--- config.mk ---
export PLATFORM = sky130hd
export DESIGN_NAME = rsc_top
export DESIGN_NICKNAME = d
export VERILOG_FILES = /design/src/rtl/rsc_pkg.sv /design/src/rtl/rsc_top.sv
export SDC_FILE = /design/constraint.sdc
export NUM_CORES = 1
export LEC_CHECK = 0
export ABC_AREA = 1
export BUFFER_PORTS_ARGS = -buffer_cell sky130_fd_sc_hd__buf_2
export CAP_MARGIN = 40
export CORE_ASPECT_RATIO = 0.8
export CORE_MARGIN = 4
export CORE_UTILIZATION = 28
export DETAILED_ROUTE_END_ITERATION = 8
export GPL_ROUTABILITY_DRIVEN = 0
export PLACE_DENSITY = 0.51
export REMOVE_ABC_BUFFERS = 1
export SLEW_MARGIN = 20
export SYNTH_ARGS = -nofsm -noshare
export SYNTH_HDL_FRONTEND = slang
export SYNTH_SLANG_ARGS = --single-unit
--- constraint.sdc ---
create_clock -name pclk -period 2.7 [get_ports pclk]
set_input_delay 0.54 -clock pclk [delete_from_list [all_inputs] [get_ports pclk]]
set_output_delay 0.54 -clock pclk [all_outputs]
set_load 0.03 [all_outputs]
--- src/rtl/rsc_pkg.sv ---
// Constants, register map and carrier types of the reset source control.
// Assumes a 32-bit APB slave port clocked by pclk at 40 MHz.
package rsc_pkg;

  // ********************************************************************
  // Register map
  // ********************************************************************
  localparam int unsigned ADDR_W     = 12;
  localparam logic [7:0]  IDX_CAUSE  = 8'hdf;
  localparam logic [7:0]  IDX_CTRL   = 8'he0;
  localparam logic [7:0]  IDX_STAT   = 8'he1;
  // Byte address is four times the register index
  localparam logic [11:0] ADDR_CAUSE = {2'h0, IDX_CAUSE, 2'h0};
  localparam logic [11:0] ADDR_CTRL  = {2'h0, IDX_CTRL, 2'h0};
  localparam logic [11:0] ADDR_STAT  = {2'h0, IDX_STAT, 2'h0};

  // ********************************************************************
  // Field positions and values
  // ********************************************************************
  localparam int unsigned FLG_PIN    = 0;
  localparam int unsigned FLG_SW     = 1;
  localparam int unsigned FLG_WDT    = 2;
  localparam int unsigned FLG_BRK    = 3;
  localparam int unsigned FLG_PON    = 4;
  localparam int unsigned FLG_BORST  = 5;
  localparam int unsigned FLG_BOIRQ  = 6;
  localparam logic [7:0]  CAUSE_POR  = 8'h30;
  localparam logic [7:0]  CAUSE_MASK = 8'h7f;
  localparam int unsigned CTRL_SWRST = 0;
  localparam int unsigned CTRL_BOIRQ = 4;
  localparam int unsigned CTRL_BRKEN = 6;
  localparam int unsigned STAT_INRST = 16;
  localparam int unsigned STAT_PMODE = 17;
  localparam int unsigned STAT_PLVL  = 18;
  localparam int unsigned UCFG_WDT   = 7;
  localparam int unsigned BOOT_BIT   = 0;
  localparam logic [7:0]  BOOT_LO    = 8'h00;
  localparam logic [15:0] FETCH_ZERO = 16'h0000;

  // ********************************************************************
  // Timing
  // ********************************************************************
  localparam int unsigned CLK_MHZ     = 40;
  localparam int unsigned RST_HOLD_NS = 200;
  localparam int unsigned RST_HOLD_CYC = (RST_HOLD_NS * CLK_MHZ + 999) / 1000;

  // ********************************************************************
  // Types
  // ********************************************************************
  typedef enum logic [1:0] {
    POR_RUN  = 2'b00,
    POR_HOLD = 2'b01,
    POR_PIN  = 2'b10
  } rsc_por_e;

  typedef struct packed {
    logic brk;
    logic bo;
    logic wdt;
    logic sw;
    logic pin;
  } rsc_src_s;

  typedef struct packed {
    logic brk_en;
    logic bo_irq_en;
  } rsc_ctrl_s;

endpackage : rsc_pkg

--- src/rtl/rsc_top.sv ---
// Reset source control: gathers reset requests, keeps the cause flags
// and picks the fetch vector used after reset.
// Assumes APB access from the core, on-chip sources on pclk, and the
// pin and analog detectors asynchronous to pclk.
//
// Notes on behaviour
// [RULE1] Pin enable set: pin is active-low reset
// [RULE2] Power-on sequence forces pin to reset
// [RULE3] Only power-on overrides pin function
// [RULE4] Board must not hold pin low
// [RULE5] Six sources raise system reset
// [RULE6] Own flag per source, write 0 clears
// [RULE7] Power-on sets power and brownout flags only
// [RULE8] Watchdog reset flags like power-on
// [RULE9] Other resets keep earlier flags set
// [RULE10] Pin flag bit 0, set if pin held
// [RULE11] Software flag bit 1
// [RULE12] Watchdog flag bit 2, config bit 7
// [RULE13] Enabled break resets, sets bit 3
// [RULE14] Power-on flag bit 4 sticky
// [RULE15] Brownout reset flag bit 5 sticky
// [RULE16] Brownout interrupt flag bit 6, bit 7 reserved
// [RULE17] Power-on value reads 0x30
// [RULE18] Fetch starts at zero or boot address
// [RULE19] Boot address is vector byte then 00
// [RULE20] Boot address after break or boot bit
// [RULE21] Brownout interrupt enable gives interrupt
// [RULE22] Pin synchronised by two flops
module rsc_top #(
  parameter int unsigned HOLD_CYC = rsc_pkg::RST_HOLD_CYC
) (
  // Clock and reset
  input  wire logic        pclk,
  input  wire logic        presetn,
  // APB slave
  input  wire logic        psel,
  input  wire logic        penable,
  input  wire logic        pwrite,
  input  wire logic [11:0] paddr,
  input  wire logic [31:0] pwdata,
  output logic      [31:0] prdata,
  output logic             pready,
  output logic             pslverr,
  // Reset sources
  input  wire logic        shared_input_pin_n,
  input  wire logic        power_on_detect,
  input  wire logic        brownout_detect,
  input  wire logic        watchdog_reset_req,
  input  wire logic        uart_break_detect,
  // Non-volatile configuration
  input  wire logic        reset_pin_enable,
  input  wire logic [7:0]  user_config_byte,
  input  wire logic [7:0]  boot_status_byte,
  input  wire logic [7:0]  boot_vector,
  // Results
  output logic             system_reset,
  output logic             brownout_irq,
  output logic             pin_digital_in,
  output logic      [15:0] fetch_address
);

  // ********************************************************************
  // Synchronisers
  // ********************************************************************
  logic               pin_meta_ff;
  logic               pin_sync_ff;
  logic               por_meta_ff;
  logic               por_sync_ff;
  logic               bo_meta_ff;
  logic               bo_sync_ff;
  logic               bo_dly_ff;

  // Pin idles high, so its stages reset high and no false edge follows
  always_ff @(posedge pclk or negedge presetn) begin
    if (!presetn) begin
      pin_meta_ff <= 1'b1;
      pin_sync_ff <= 1'b1;
    end else begin
      pin_meta_ff <= shared_input_pin_n; // RULE22
      pin_sync_ff <= pin_meta_ff;        // RULE22
    end
  end

  // Power-on detector idles low
  always_ff @(posedge pclk or negedge presetn) begin
    if (!presetn) begin
      por_meta_ff <= 1'b0;
      por_sync_ff <= 1'b0;
    end else begin
      por_meta_ff <= power_on_detect;
      por_sync_ff <= por_meta_ff;
    end
  end

  // Brownout detector idles low; the third stage feeds the edge detector
  always_ff @(posedge pclk or negedge presetn) begin
    if (!presetn) begin
      bo_meta_ff  <= 1'b0;
      bo_sync_ff  <= 1'b0;
      bo_dly_ff   <= 1'b0;
    end else begin
      bo_meta_ff  <= brownout_detect;
      bo_sync_ff  <= bo_meta_ff;
      bo_dly_ff   <= bo_sync_ff;
    end
  end

  // ********************************************************************
  // Power-on sequence
  // ********************************************************************
  rsc_pkg::rsc_por_e  por_st_ff;
  rsc_pkg::rsc_por_e  nxt_por_st;
  logic               pin_low;
  logic               por_seq;

  assign pin_low = ~pin_sync_ff;
  assign por_seq = (por_st_ff != rsc_pkg::POR_RUN);

  // Hold while detector is active, then while the pin stays low
  always_comb begin
    nxt_por_st = por_st_ff;
    unique case (por_st_ff)
      rsc_pkg::POR_HOLD: begin
        if (!por_sync_ff) begin
          nxt_por_st = pin_low ? rsc_pkg::POR_PIN : rsc_pkg::POR_RUN; // RULE2
        end
      end
      rsc_pkg::POR_PIN: begin
        if (por_sync_ff) begin
          nxt_por_st = rsc_pkg::POR_HOLD;
        end else if (!pin_low) begin
          nxt_por_st = rsc_pkg::POR_RUN; // RULE4
        end
      end
      rsc_pkg::POR_RUN: begin
        if (por_sync_ff) begin
          nxt_por_st = rsc_pkg::POR_HOLD;
        end
      end
      default: nxt_por_st = rsc_pkg::POR_HOLD;
    endcase
  end

  // State register
  always_ff @(posedge pclk or negedge presetn) begin
    if (!presetn) begin
      por_st_ff <= rsc_pkg::POR_HOLD;
    end else begin
      por_st_ff <= nxt_por_st;
    end
  end

  // ********************************************************************
  // APB decode
  // ********************************************************************
  logic               acc_wr;
  logic               hit_cause;
  logic               hit_ctrl;
  logic               hit_stat;
  logic               hit_any;

  assign hit_cause = (paddr == rsc_pkg::ADDR_CAUSE);
  assign hit_ctrl  = (paddr == rsc_pkg::ADDR_CTRL);
  assign hit_stat  = (paddr == rsc_pkg::ADDR_STAT);
  assign hit_any   = hit_cause | hit_ctrl | hit_stat;
  assign acc_wr    = psel & penable & pready & pwrite;

  // ********************************************************************
  // Control register
  // ********************************************************************
  rsc_pkg::rsc_ctrl_s ctrl_ff;
  logic               sw_req_ff;

  // Enables are stored until software rewrites them
  always_ff @(posedge pclk or negedge presetn) begin
    if (!presetn) begin
      ctrl_ff <= '0;
    end else if (acc_wr && hit_ctrl) begin
      ctrl_ff.brk_en    <= pwdata[rsc_pkg::CTRL_BRKEN];
      ctrl_ff.bo_irq_en <= pwdata[rsc_pkg::CTRL_BOIRQ];
    end
  end

  // The software reset bit is never stored; it pulses for one cycle
  always_ff @(posedge pclk or negedge presetn) begin
    if (!presetn) begin
      sw_req_ff <= 1'b0;
    end else begin
      sw_req_ff <= acc_wr & hit_ctrl & pwdata[rsc_pkg::CTRL_SWRST]; // RULE11
    end
  end

  // ********************************************************************
  // Source gathering
  // ********************************************************************
  rsc_pkg::rsc_src_s  src;
  logic               pin_is_rst;
  logic               bo_evt;
  logic               any_src;

  // Pin is a reset input when enabled or during power-on
  assign pin_is_rst = reset_pin_enable | por_seq;         // RULE1 RULE2 RULE3

  // Gather every request except power-on into one carrier, driven from one process
  always_comb begin
    src     = '0;
    src.pin = pin_is_rst & pin_low;                       // RULE1
    src.sw  = sw_req_ff;
    src.wdt = watchdog_reset_req;
    src.brk = uart_break_detect & ctrl_ff.brk_en;         // RULE13
    // Brownout resets only while its interrupt is disabled
    src.bo  = bo_sync_ff & ~ctrl_ff.bo_irq_en;            // RULE21
  end

  assign bo_evt     = bo_sync_ff & ~bo_dly_ff & ctrl_ff.bo_irq_en; // RULE21
  assign any_src    = por_seq | (|src);                   // RULE5

  // ********************************************************************
  // System reset stretch
  // ********************************************************************
  logic [15:0]        hold_cnt_ff;
  logic               sys_rst_ff;

  // Reset stands while a source is active and HOLD_CYC cycles after
  always_ff @(posedge pclk or negedge presetn) begin
    if (!presetn) begin
      hold_cnt_ff <= 16'(HOLD_CYC);
      sys_rst_ff  <= 1'b1;
    end else begin
      if (any_src) begin
        hold_cnt_ff <= 16'(HOLD_CYC); // RULE5
      end else if (hold_cnt_ff != 16'h0000) begin
        hold_cnt_ff <= hold_cnt_ff - 16'h0001;
      end
      sys_rst_ff <= any_src | (hold_cnt_ff > 16'h0001); // RULE5
    end
  end

  // ********************************************************************
  // Reset cause flags
  // ********************************************************************
  logic [7:0]         cause_ff;
  logic [7:0]         set_mask;
  logic [7:0]         clr_mask;
  logic [7:0]         wdt_val;

  // Events raising their own flag
  always_comb begin
    set_mask = 8'h00;
    set_mask[rsc_pkg::FLG_PIN]  = src.pin & ~por_seq;     // RULE10
    if (por_st_ff == rsc_pkg::POR_PIN) begin
      set_mask[rsc_pkg::FLG_PIN] = 1'b1;                  // RULE10
    end
    set_mask[rsc_pkg::FLG_SW]   = src.sw;                 // RULE11
    set_mask[rsc_pkg::FLG_BRK]  = src.brk;                // RULE13
    set_mask[rsc_pkg::FLG_BORST] = src.bo;                // RULE15
    set_mask[rsc_pkg::FLG_BOIRQ] = bo_evt;                // RULE16
  end

  // Writing 0 clears a flag; bit 7 is never stored
  assign clr_mask = (acc_wr && hit_cause) ? (~pwdata[7:0] & rsc_pkg::CAUSE_MASK)
                                          : 8'h00;        // RULE6

  // Watchdog flag only when the user configuration asks for it
  always_comb begin
    wdt_val = rsc_pkg::CAUSE_POR;                         // RULE8
    wdt_val[rsc_pkg::FLG_WDT] = user_config_byte[rsc_pkg::UCFG_WDT]; // RULE12
  end

  // Power-on and watchdog replace the flags; others accumulate
  always_ff @(posedge pclk or negedge presetn) begin
    if (!presetn) begin
      cause_ff <= rsc_pkg::CAUSE_POR;                     // RULE17
    end else if (por_st_ff == rsc_pkg::POR_HOLD) begin
      cause_ff <= rsc_pkg::CAUSE_POR;                     // RULE7 RULE14
    end else if (src.wdt) begin
      cause_ff <= wdt_val;                                // RULE8
    end else begin
      cause_ff <= (cause_ff & ~clr_mask) | set_mask;      // RULE6 RULE9
    end
  end

  // ********************************************************************
  // Fetch vector
  // ********************************************************************
  logic               brk_cause_ff;
  logic [15:0]        fetch_ff;
  logic               use_boot;

  // Remember whether the latest reset came from a break
  always_ff @(posedge pclk or negedge presetn) begin
    if (!presetn) begin
      brk_cause_ff <= 1'b0;
    end else if (src.brk) begin
      brk_cause_ff <= 1'b1;                               // RULE20
    end else if (any_src) begin
      brk_cause_ff <= 1'b0;
    end
  end

  assign use_boot = brk_cause_ff | boot_status_byte[rsc_pkg::BOOT_BIT]; // RULE20

  // Vector follows the sources while reset stands, then freezes
  always_ff @(posedge pclk or negedge presetn) begin
    if (!presetn) begin
      fetch_ff <= rsc_pkg::FETCH_ZERO;
    end else if (sys_rst_ff) begin
      fetch_ff <= use_boot ? {boot_vector, rsc_pkg::BOOT_LO} // RULE19
                           : rsc_pkg::FETCH_ZERO;         // RULE18
    end
  end

  // ********************************************************************
  // Brownout interrupt and pin level
  // ********************************************************************
  logic               bo_irq_ff;
  logic               pin_lvl_ff;

  // One-cycle interrupt pulse per brownout event
  always_ff @(posedge pclk or negedge presetn) begin
    if (!presetn) begin
      bo_irq_ff <= 1'b0;
    end else begin
      bo_irq_ff <= bo_evt;                                // RULE21
    end
  end

  // Pin level stays readable whatever the pin function
  always_ff @(posedge pclk or negedge presetn) begin
    if (!presetn) begin
      pin_lvl_ff <= 1'b1;
    end else begin
      pin_lvl_ff <= pin_sync_ff;                          // RULE1
    end
  end

  // ********************************************************************
  // APB answer
  // ********************************************************************
  logic [31:0]        rd_val;
  logic [31:0]        prdata_ff;
  logic               pready_ff;
  logic               pslverr_ff;

  // Read mux; reserved bits read zero
  always_comb begin
    rd_val = 32'h0000_0000;
    if (hit_cause) begin
      rd_val[7:0] = cause_ff & rsc_pkg::CAUSE_MASK;       // RULE16
    end else if (hit_ctrl) begin
      rd_val[rsc_pkg::CTRL_BRKEN] = ctrl_ff.brk_en;
      rd_val[rsc_pkg::CTRL_BOIRQ] = ctrl_ff.bo_irq_en;
    end else if (hit_stat) begin
      rd_val[15:0]                = fetch_ff;
      rd_val[rsc_pkg::STAT_INRST] = sys_rst_ff;
      rd_val[rsc_pkg::STAT_PMODE] = pin_is_rst;
      rd_val[rsc_pkg::STAT_PLVL]  = pin_sync_ff;
    end
  end

  // Answer is prepared in the setup cycle, ready on the first access
  always_ff @(posedge pclk or negedge presetn) begin
    if (!presetn) begin
      prdata_ff  <= 32'h0000_0000;
      pready_ff  <= 1'b0;
      pslverr_ff <= 1'b0;
    end else begin
      pready_ff  <= psel & ~penable;
      pslverr_ff <= psel & ~penable & ~hit_any;
      if (psel && !penable && !pwrite) begin
        prdata_ff <= rd_val;
      end
    end
  end

  // ********************************************************************
  // Outputs
  // ********************************************************************
  assign prdata         = prdata_ff;
  assign pready         = pready_ff;
  assign pslverr        = pslverr_ff;
  assign system_reset   = sys_rst_ff;
  assign brownout_irq   = bo_irq_ff;
  assign pin_digital_in = pin_lvl_ff;
  assign fetch_address  = fetch_ff;

endmodule : rsc_top

==> run metrics, run 1 <==
total of max-cap violations 0; Worst slew margin around 65%; Longest Clk Path Bufs 2; Starting Density 28.7%; critical path peak fanout 18; Critical Path Start system_reset; Worst EP required 2.16 ns; setup TNS 0 ns; area share of the largest cell type after synthesis 44.4%; die area 13700 sq um; WL/cell 12.6 um; CP Data Arrival Time 1.30 ns; syn_area_per_cell 8.03 sq um; CORE AREA 11600 sq um; CP Capture Type output port; Layout area overhead 22.2%; largest area contributor in the netlist dfrtp_1; vias per cell approximately 4.3; maximum vdd ir drop 0.000347 V; vias in the first global route around 2700; n_diodes 0; clk_lat worst skew 0.33 ns; dpl ws 0.753 ns; Post-Syn Area between 3000 and 4000 sq um; Clock Sinks 67; final critical-path share of the clock period 68.2%; clock tree from TritonCTS built; Buf+Inv Stages, Crit Path 1; CTS Buf Count 9; most frequent cell after synthesis nand2_1; Power Dens Cells 601 nW/um^2; # resized after CTS 0; Seq/Total Area, Yosys approximately half; slowest stage cell, crit path dfstp_2; status finished, final reports clean; H-tree depth 3; Final Max Tran Viols 0; global-route wire length before repair 13100 um; skew final 0.00857 ns; row count 35; initial antenna violation count 0; Tot GR Track Use between 10% and 20%; GRT overflow 0; nets@finish 570; Critical Path Max Stage Delay 0.71 ns; setup violators final 0; I/O pin count 132; prevailing post-synth register cell dfrtp_1; largest cells by area after synthesis dfrtp_1, nand2_1, dfstp_2, inv_1, nand3_1; Synth async-reset ratio 100%; number of remaining DRC errors 0; library cells used by synthesis 32; Die H 105 um; layout filler cell count approximately 1200; CTS clock-pin slew for the worst setup and hold paths 0.06 ns; Chip Width about 130 um; layout cell share with drive strength beyond 1 23.1%; count of input and output buffers 70; Period minus WS final roughly 1.8 ns; Yosys warning count 0; RSZ-0062 raised after global routing no; Pleak about 2.2 nW; Final Hold Viols 0; fin worst setup slack 0.858 ns; critical path cell sequence buf_2; kind of critical path reg -> out; hpwl dp 5810 um; number of flops mapped to enable cells by yosys 0; synthesized flop and latch total 67; Root Buffer clkbuf_16; Top delay family on crit path flip-flops; antenna viol nets, final 0; r2r startpoint por_st_ff[1]; via count between 2000 and 3000; FF-to-FF End hold_cnt_ff[12]; Hold WC Path Type in -> async; worst-margin pin slew approximately 0.53 ns; CP Capture Point system_reset; drt first pass iters 4; Fmax 543 MHz; Hold-fix buffers, CTS 0; multi-input logic area 1280 sq um; Post-CTS Setup Bufs 0; Post-Synthesis Cells between 400 and 500; Initial DRC Count 144; largest net degree at the start of global routing 68; final WL ~8000 um; most frequent cells after synthesis nand2_1, dfrtp_1, inv_1, nor2_1, nand3_1; slack of the worst reg-to-reg path 0.95 ns; FF-to-FF path depth 8; Startpoint Class flip-flop; number of cells on the critical path 1; Sequential Area 1690 sq um
==> sequential cells by signal, indices dropped and copies added (netlist names) <==
register        count
brownout_irq        1
hold_cnt_ff        16
system_reset        1
pin_meta_ff         1
ctrl_ff             2
prdata             18
cause_ff            7
sw_req_ff           1
por_meta_ff         1
bo_meta_ff          1
bo_dly_ff           1
brk_cause_ff        1
bo_sync_ff          1
pslverr             1
fetch_address       8
por_st_ff           2
pin_sync_ff         1
pready              1
pin_digital_in      1
por_sync_ff         1
==> kinds of logic (layout without fill, tap and decap cells) <==
group / count (synthesis) / in the layout / synth area share, %
other: 1 / 22 / 0.113
buffers and inverters: 90 / 148 / 13.0
xor gates and xnor gates: 3 / 3 / 0.791
AOI/OAI and AO/OA: 41 / 41 / 6.74
DFF: 67 / 67 / 50.8
adders and majority gates: 3 / 3 / 1.13
and+or+nand+nor: 209 / 209 / 27.4
==> layer usage <==
layer,global-route usage [%],part of all wire [%],up-vias
met4,4.75,1.3,0
met5,0,0,-
met2,19.0,45,83
met1,16.3,47,1266
met3,3.14,7.2,6
li1,-,-,1398
==> placed cells by master, fill, tap and decap left out, types with 2 or more instances in the layout <==
cell type   Yosys  layout
nand2_1       100     100
conb_1          1      22
clkinvlp_4      0       2
nor2_2          5       5
clkbuf_16       0       9
a21oi_1         6       6
nand2_2         3       3
clkinv_2        1       3
o21ai_0        26      26
nor2_1         41      41
dfrtp_1        59      59
buf_2           3      70
nor2_4          2       2
o21bai_1        2       2
nor3_1          8       8
o21ai_1         2       2
inv_2           3       3
inv_1          56      56
nand4_1        10      10
dfstp_2         8       8
ha_1            3       3
or2_2           2       2
xor2_1          3       3
nand3_1        36      36
==> power breakdown <==
group          switching [W]  internal, W
sequential         0.0000136      0.00103
clock               0.000442     0.000739
combinational       0.000158    0.0000582
total               0.000614      0.00183
==> worst min-delay path by stage <==
stage / end / slack [ns] / depth (start not counted) / from
6_report: prdata[13] / 0.22 / 2 / presetn
5_1_grt: fetch_address[14] / 0.25 / 2 / presetn
4_1_cts: fetch_address[13] / 0.23 / 2 / presetn
3_5_place_dp: bo_sync_ff / 0.33 / 0 / bo_meta_ff
3_3_place_gp: bo_sync_ff / 0.33 / 0 / bo_meta_ff
2_1_floorplan: bo_dly_ff / 0.24 / 0 / presetn
==> area by class of cell <==
type | count | area share [%]
inverter | 60 | 5.58
timing repair buffer | 72 | 9.30
clock inverter | 6 | 1.57
sequential | 67 | 41.5
multi-input combinational | 278 | 31.6
clock buffer | 10 | 5.88
tap | 148 | 4.56
==> stage by stage <==
| stage | std cells | instance area [sq um] | hold WS, ns | utilization (%) | total power, W |
|---|---|---|---|---|---|
| 2_1_floorplan | 405 | 3200 | 0.244 | - | 0.00119 |
| 3_3_place_gp | 625 | 3760 | 0.333 | 32.5 | 0.00127 |
| 3_5_place_dp | 625 | 3760 | 0.335 | 32.5 | 0.00128 |
| 4_1_cts | 641 | 4060 | 0.233 | 35.1 | 0.00248 |
| 5_1_grt | 641 | 4060 | 0.254 | 35.1 | 0.00255 |
| 6_report | 641 | 4060 | 0.224 | 35.1 | 0.00244 |
(Power assumes the default switching activity.)
==> inputs of run 2 (changes only) <==
PLACE_DENSITY = 0.53   (was 0.51)
clock period = 1.65 ns   (was 2.7 ns; I/O delays follow)
==> run metrics, run 2 (synthesis results as in run 1) <==
n_diodes 0 (unchanged); kind of critical path reg -> reg (was reg -> out); CTS Buf Count 9 (unchanged); gr busiest metal met2 (unchanged); row count 35 (unchanged); hpwl dp 5910 um (was 5810 um); Starting Density 28.7% (unchanged); critical path cell sequence nor2_2 -> nand2_1 -> inv_2 -> nand3_1 -> nor2_4 -> nand2_1 -> clkinv_2 -> nor2_1 (was buf_2); slowest stage cell, crit path dfrtp_1 (was dfstp_2); slack of the worst reg-to-reg path 0.18 ns (was 0.95 ns); clk_lat worst skew 0.33 ns (about the same); drt first pass iters 4 (unchanged); status finished, final reports clean (unchanged); final critical-path share of the clock period between 80 and 90%; final WL 7900 um (was 8050 um); Critical Path Max Stage Delay 0.44 ns (was 0.71 ns); CTS clock-pin slew for the worst setup and hold paths 0.05 ns (was 0.06 ns); initial antenna violation count 0 (unchanged); CP Capture Type flip-flop (was output port); Buf+Inv Stages, Crit Path 2 (was 1); critical path peak fanout 7 (was 18); r2r startpoint hold_cnt_ff[6] (was por_st_ff[1]); fin worst setup slack 0.175 ns (was 0.858 ns); Tot GR Track Use 12.2% (about the same); Top delay family on crit path simple AND/OR/NAND/NOR gates (was flip-flops); GRT met3 Usage 3.95% (was 3.14%); multi-input logic area 1300 sq um (was 1280 sq um); Longest Clk Path Bufs 2 (unchanged); global-route wire length before repair 13300 um (was 13100 um); Fmax approximately 680 MHz; I/O pin count 132 (unchanged); most frequent cells in the layout nand2_1, buf_2, dfrtp_1, inv_1, nor2_1 (unchanged); number of cells on the critical path 8 (was 1); FF-to-FF path depth 8 (unchanged); Pleak 2.19 nW (was 2.17 nW); max FFs per register 18 (unchanged); vias per cell 4.26 (was 4.29); Chip Width 130 um (unchanged); setup TNS 0 ns (unchanged); setup violators final 0 (unchanged); CORE AREA 11600 sq um (unchanged); via count 2758 (was 2753); GR Util met1 17.1% (was 16.3%); Hold WC Path Type in -> async (unchanged); layout cell share with drive strength beyond 1 24.2% (was 23.1%); clock tree from TritonCTS built (unchanged); Initial DRC Count 132 (was 144); M2 GR Usage 17.9% (was 19.0%); CP Data Arrival Time 1.68 ns (was 1.30 ns); Final Hold Viols 0 (unchanged); skew final 0.00838 ns (was 0.00857 ns); Worst EP required 1.86 ns (was 2.16 ns); Period minus WS final between 1 and 1.5 ns; antenna viol nets, final 0 (unchanged); layout filler cell count 1238 (was 1224); Layout area overhead 22.9% (was 22.2%); Die H 105 um (unchanged); number of remaining DRC errors 0 (unchanged); Critical Path Start hold_cnt_ff[6] (was system_reset); most common cell after layout, fill and taps aside nand2_1 (unchanged); GRT overflow 0 (unchanged); RSZ-0062 raised after global routing no (unchanged); WL/cell 12.2 um (was 12.6 um); dpl ws 0.0127 ns (was 0.753 ns); Clock Sinks 67 (unchanged); Power Dens Cells 922 nW/um^2 (was 601 nW/um^2); Final Util 35.3% (was 35.1%); nets@finish 576 (was 570); largest net degree at the start of global routing 68 (unchanged); Root Buffer clkbuf_16 (unchanged); die area 13700 sq um (unchanged); maximum vdd ir drop 0.000455 V (was 0.000347 V); FF-to-FF End hold_cnt_ff[15] (was hold_cnt_ff[12]); Hold-fix buffers, CTS 0 (unchanged); Power, Total 0.00376 W (was 0.00244 W); Sequential Area 1690 sq um (unchanged); Final Max Tran Viols 0 (unchanged); Startpoint Class flip-flop (unchanged); total of max-cap violations 0 (unchanged); most used cell, CP nand2_1; vias in the first global route 2731 (was 2711); count of input and output buffers 70 (unchanged); H-tree depth 3 (unchanged)
run 2: cell count changes in the layout (fill, tap and decap cells not counted), sizes merged:
cell and change:
clkinv +2, bufinv -1, buf +6, clkinvlp -2, inv -1, clkbuf +2
run 2: what timing repair did:
action | in CTS | in global routing
gates resized for setup | 0 | 5
endpoints found under the setup margin | 0 | 8
buffers inserted | 0 | 0
run 2: area by class of cell:
| class | instances | area share (%) |
|---|---|---|
| Sequential cell | 67 | 41.3 |
| Multi-Input combinational cell | 278 | 31.8 |
| Timing Repair Buffer | 78 | 10.4 |
| Clock buffer | 12 | 5.79 |
| Inverter | 60 | 5.55 |
| Tap cell | 148 | 4.54 |
| Clock inverter | 4 | 0.674 |
run 2: worst max path at each step:
stage,end,slack (ns)
2_1_floorplan,hold_cnt_ff[10],0.28
3_3_place_gp,prdata[12],0.14
3_5_place_dp,prdata[11],0.01
4_1_cts,hold_cnt_ff[15],0.14
5_1_grt,hold_cnt_ff[15],0.01
6_report,hold_cnt_ff[15],0.18
run 2: metal layers:
metal / vias to the layer above / routed length (um)
met5: - / 0
met1: 1260 / 3770
met2: 67 / 3450
li1: 1422 / -
met4: 0 / 108
met3: 9 / 570
run 2: worst register-to-register path: cells and delay by family, from the launching register on:
kind | cells | cell delay (ns)
DFF | 1 | 0.44
buffers and inverters | 2 | 0.22
and+or+nand+nor | 6 | 0.70
run 2: report_power, final:
group / switching [W] / internal [W]
combinational: 0.000257 / 0.0000995
clock: 0.000687 / 0.00102
sequential: 0.0000215 / 0.00168
run 2: per-stage QoR:
stage	cells	hold slack, ns	cell area [sq um]
after floorplan	405	0.0344	3200
after global placement	631	0.332	3800
after detailed placement	631	0.336	3800
after CTS	647	0.0348	4070
after global routing	647	0.0303	4080
final	647	0.0115	4080
==> inputs of run 3 (changes only) <==
CORE_ASPECT_RATIO = 1.1   (was 0.8)
==> run metrics, run 3 (synthesis results as in run 1) <==
vias in the first global route 2695 (was 2731); kind of critical path reg -> reg (unchanged); Hold WC Path Type in -> async (unchanged); Clock Sinks 67 (unchanged); setup TNS 0 ns (unchanged); global-route wire length before repair 12600 um (was 13300 um); RSZ-0062 raised after global routing no (unchanged); Fmax 679 MHz (was 678 MHz); dpl ws 0.106 ns (was 0.0127 ns); skew final 0.0106 ns (was 0.00838 ns); Die H 122 um (was 105 um); Final Max Tran Viols 0 (unchanged); maximum vdd ir drop 0.000551 V (was 0.000455 V); critical path peak fanout 5 (was 7); I/O pin count 132 (unchanged); Final Util 36.2% (was 35.3%); count of input and output buffers 70 (unchanged); CP Capture Type flip-flop (unchanged); drt first pass iters 4 (unchanged); final WL 7530 um (was 7900 um); placed cell areas 3820 sq um (was 3800 sq um); nets@finish 578 (was 576); # resized after CTS 0 (unchanged); Root Buffer clkbuf_16 (unchanged); max FFs per register 18 (unchanged); n_diodes 0 (unchanged); clk_lat worst skew 0.33 ns (about the same); largest net degree at the start of global routing 68 (unchanged); final critical-path share of the clock period 89.2% (was 89.4%); r2r startpoint hold_cnt_ff[2] (was hold_cnt_ff[6]); most frequent cells in the layout nand2_1, buf_2, dfrtp_1, inv_1, nor2_1 (unchanged); layout cell share with drive strength beyond 1 24.4% (was 24.2%); fin worst setup slack 0.178 ns (was 0.175 ns); CP Data Arrival Time 1.73 ns (was 1.68 ns); via count 2772 (was 2758); Logic pwr share 8.4% (was 9.5%); clock tree from TritonCTS built (unchanged); GRT overflow 0 (unchanged); total of max-cap violations 0 (unchanged); Power Dens Cells 1020 nW/um^2 (was 922 nW/um^2); Longest Clk Path Bufs 2 (unchanged); Initial DRC Count 161 (was 132); hpwl dp 5710 um (was 5910 um); Pleak 2.24 nW (was 2.19 nW); Critical Path Start hold_cnt_ff[2] (was hold_cnt_ff[6]); Layout area overhead 25.6% (was 22.9%); most common cell after layout, fill and taps aside nand2_1 (unchanged); H-tree depth 3 (unchanged); initial antenna violation count 0 (unchanged); Sequential Power Share 39.9% (was 45.3%); Hold-fix buffers, CTS 0 (unchanged); switching power of the nets 0.000972 W (was 0.000965 W); Clock Power Share 51.8% (was 45.3%); row count 41 (was 35); number of remaining DRC errors 0 (unchanged); Net Sw Frac 22.7% (was 25.6%); status finished, final reports clean (unchanged); Final Hold Viols 0 (unchanged); Period minus WS final 1.47 ns (about the same); Tot GR Track Use 11.3% (was 12.2%); Pint 0.00330 W (was 0.00280 W); Chip Width 112 um (was 130 um); vias per cell 4.26 (about the same); fin area 4170 sq um (was 4080 sq um); CTS Buf Count 9 (unchanged); Starting Density 28.8% (was 28.7%); Startpoint Class flip-flop (unchanged); setup violators final 0 (unchanged); CORE AREA 11500 sq um (was 11600 sq um); WL/cell 11.6 um (was 12.2 um); antenna viol nets, final 0 (unchanged); Worst EP required 1.91 ns (was 1.86 ns); Post-CTS Setup Bufs 0 (unchanged); die area 13700 sq um (about the same); CTS clock-pin slew for the worst setup and hold paths 0.06 ns (was 0.05 ns)
run 3: cell count changes in the layout (fill, tap and decap cells not counted):
cell and delta:
buf_4 +2, bufinv_16 +3, clkbuf_1 -3, clkbuf_8 +1, clkinv_2 -1, ha_1 +1, ha_2 -1, nor2_1 +3
nor2_2 -2, nor2_4 -1
run 3: path summary, 6_finish.rpt:
check | to | slack, ns | cells past startpoint
min in group pclk | pin_meta_ff | 0.11 | 1
max in group asynchronous | system_reset | 1.29 | 2
worst max register to register | hold_cnt_ff[14] | 0.18 | 7
worst max-delay path | hold_cnt_ff[14] | 0.18 | 7
worst min register to register | por_sync_ff | 0.35 | 0
worst min-delay path | hold_cnt_ff[11] | 0.01 | 2
run 3: power by group through the flow:
| stage | combinational, W | sequential [W] | clock, W |
|---|---|---|---|
| 3_3_place_gp | 0.000359 | 0.00173 | 0 |
| 2_1_floorplan | 0.000186 | 0.00176 | 0 |
| 5_1_grt | 0.000401 | 0.00171 | 0.00234 |
| 6_report | 0.000357 | 0.00171 | 0.00221 |
| 3_5_place_dp | 0.000362 | 0.00173 | 0 |
| 4_1_cts | 0.000363 | 0.00171 | 0.00227 |
run 3: layer usage:
layer | share of wire (%) | vias up | GRT usage [%]
met5 | 0 | - | 0
met4 | 1.0 | 0 | 4.33
met3 | 5.2 | 8 | 2.71
met2 | 47 | 58 | 18.1
met1 | 47 | 1285 | 14.9
li1 | - | 1421 | -
run 3: cell type report:
class / count / area (sq um)
Fill cell: 1240 / 7370
Clock inverter: 6 / 113
Tap cell: 150 / 188
Multi-Input combinational cell: 278 / 1280
Clock buffer: 10 / 239
Inverter: 60 / 226
Sequential cell: 67 / 1690
Timing Repair Buffer: 80 / 438
run 3: metrics by stage:
stage | hold WS [ns] | power (W) | std cells
final | 0.0134 | 0.00428 | 651
after global routing | 0.0496 | 0.00445 | 651
after CTS | 0.0325 | 0.00434 | 651
after detailed placement | 0.336 | 0.00210 | 635
after global placement | 0.337 | 0.00209 | 635
after floorplan | 0.0344 | 0.00194 | 405
run 3: worst max-delay path, stage by stage (launching register included):
cell and delay (ns):
dfrtp_1 0.41, nor2_1 0.29, nand2_1 0.12, nor2_1 0.27, nand3_1 0.13, nand2_1 0.08
nand2_1 0.04, nor2_1 0.08
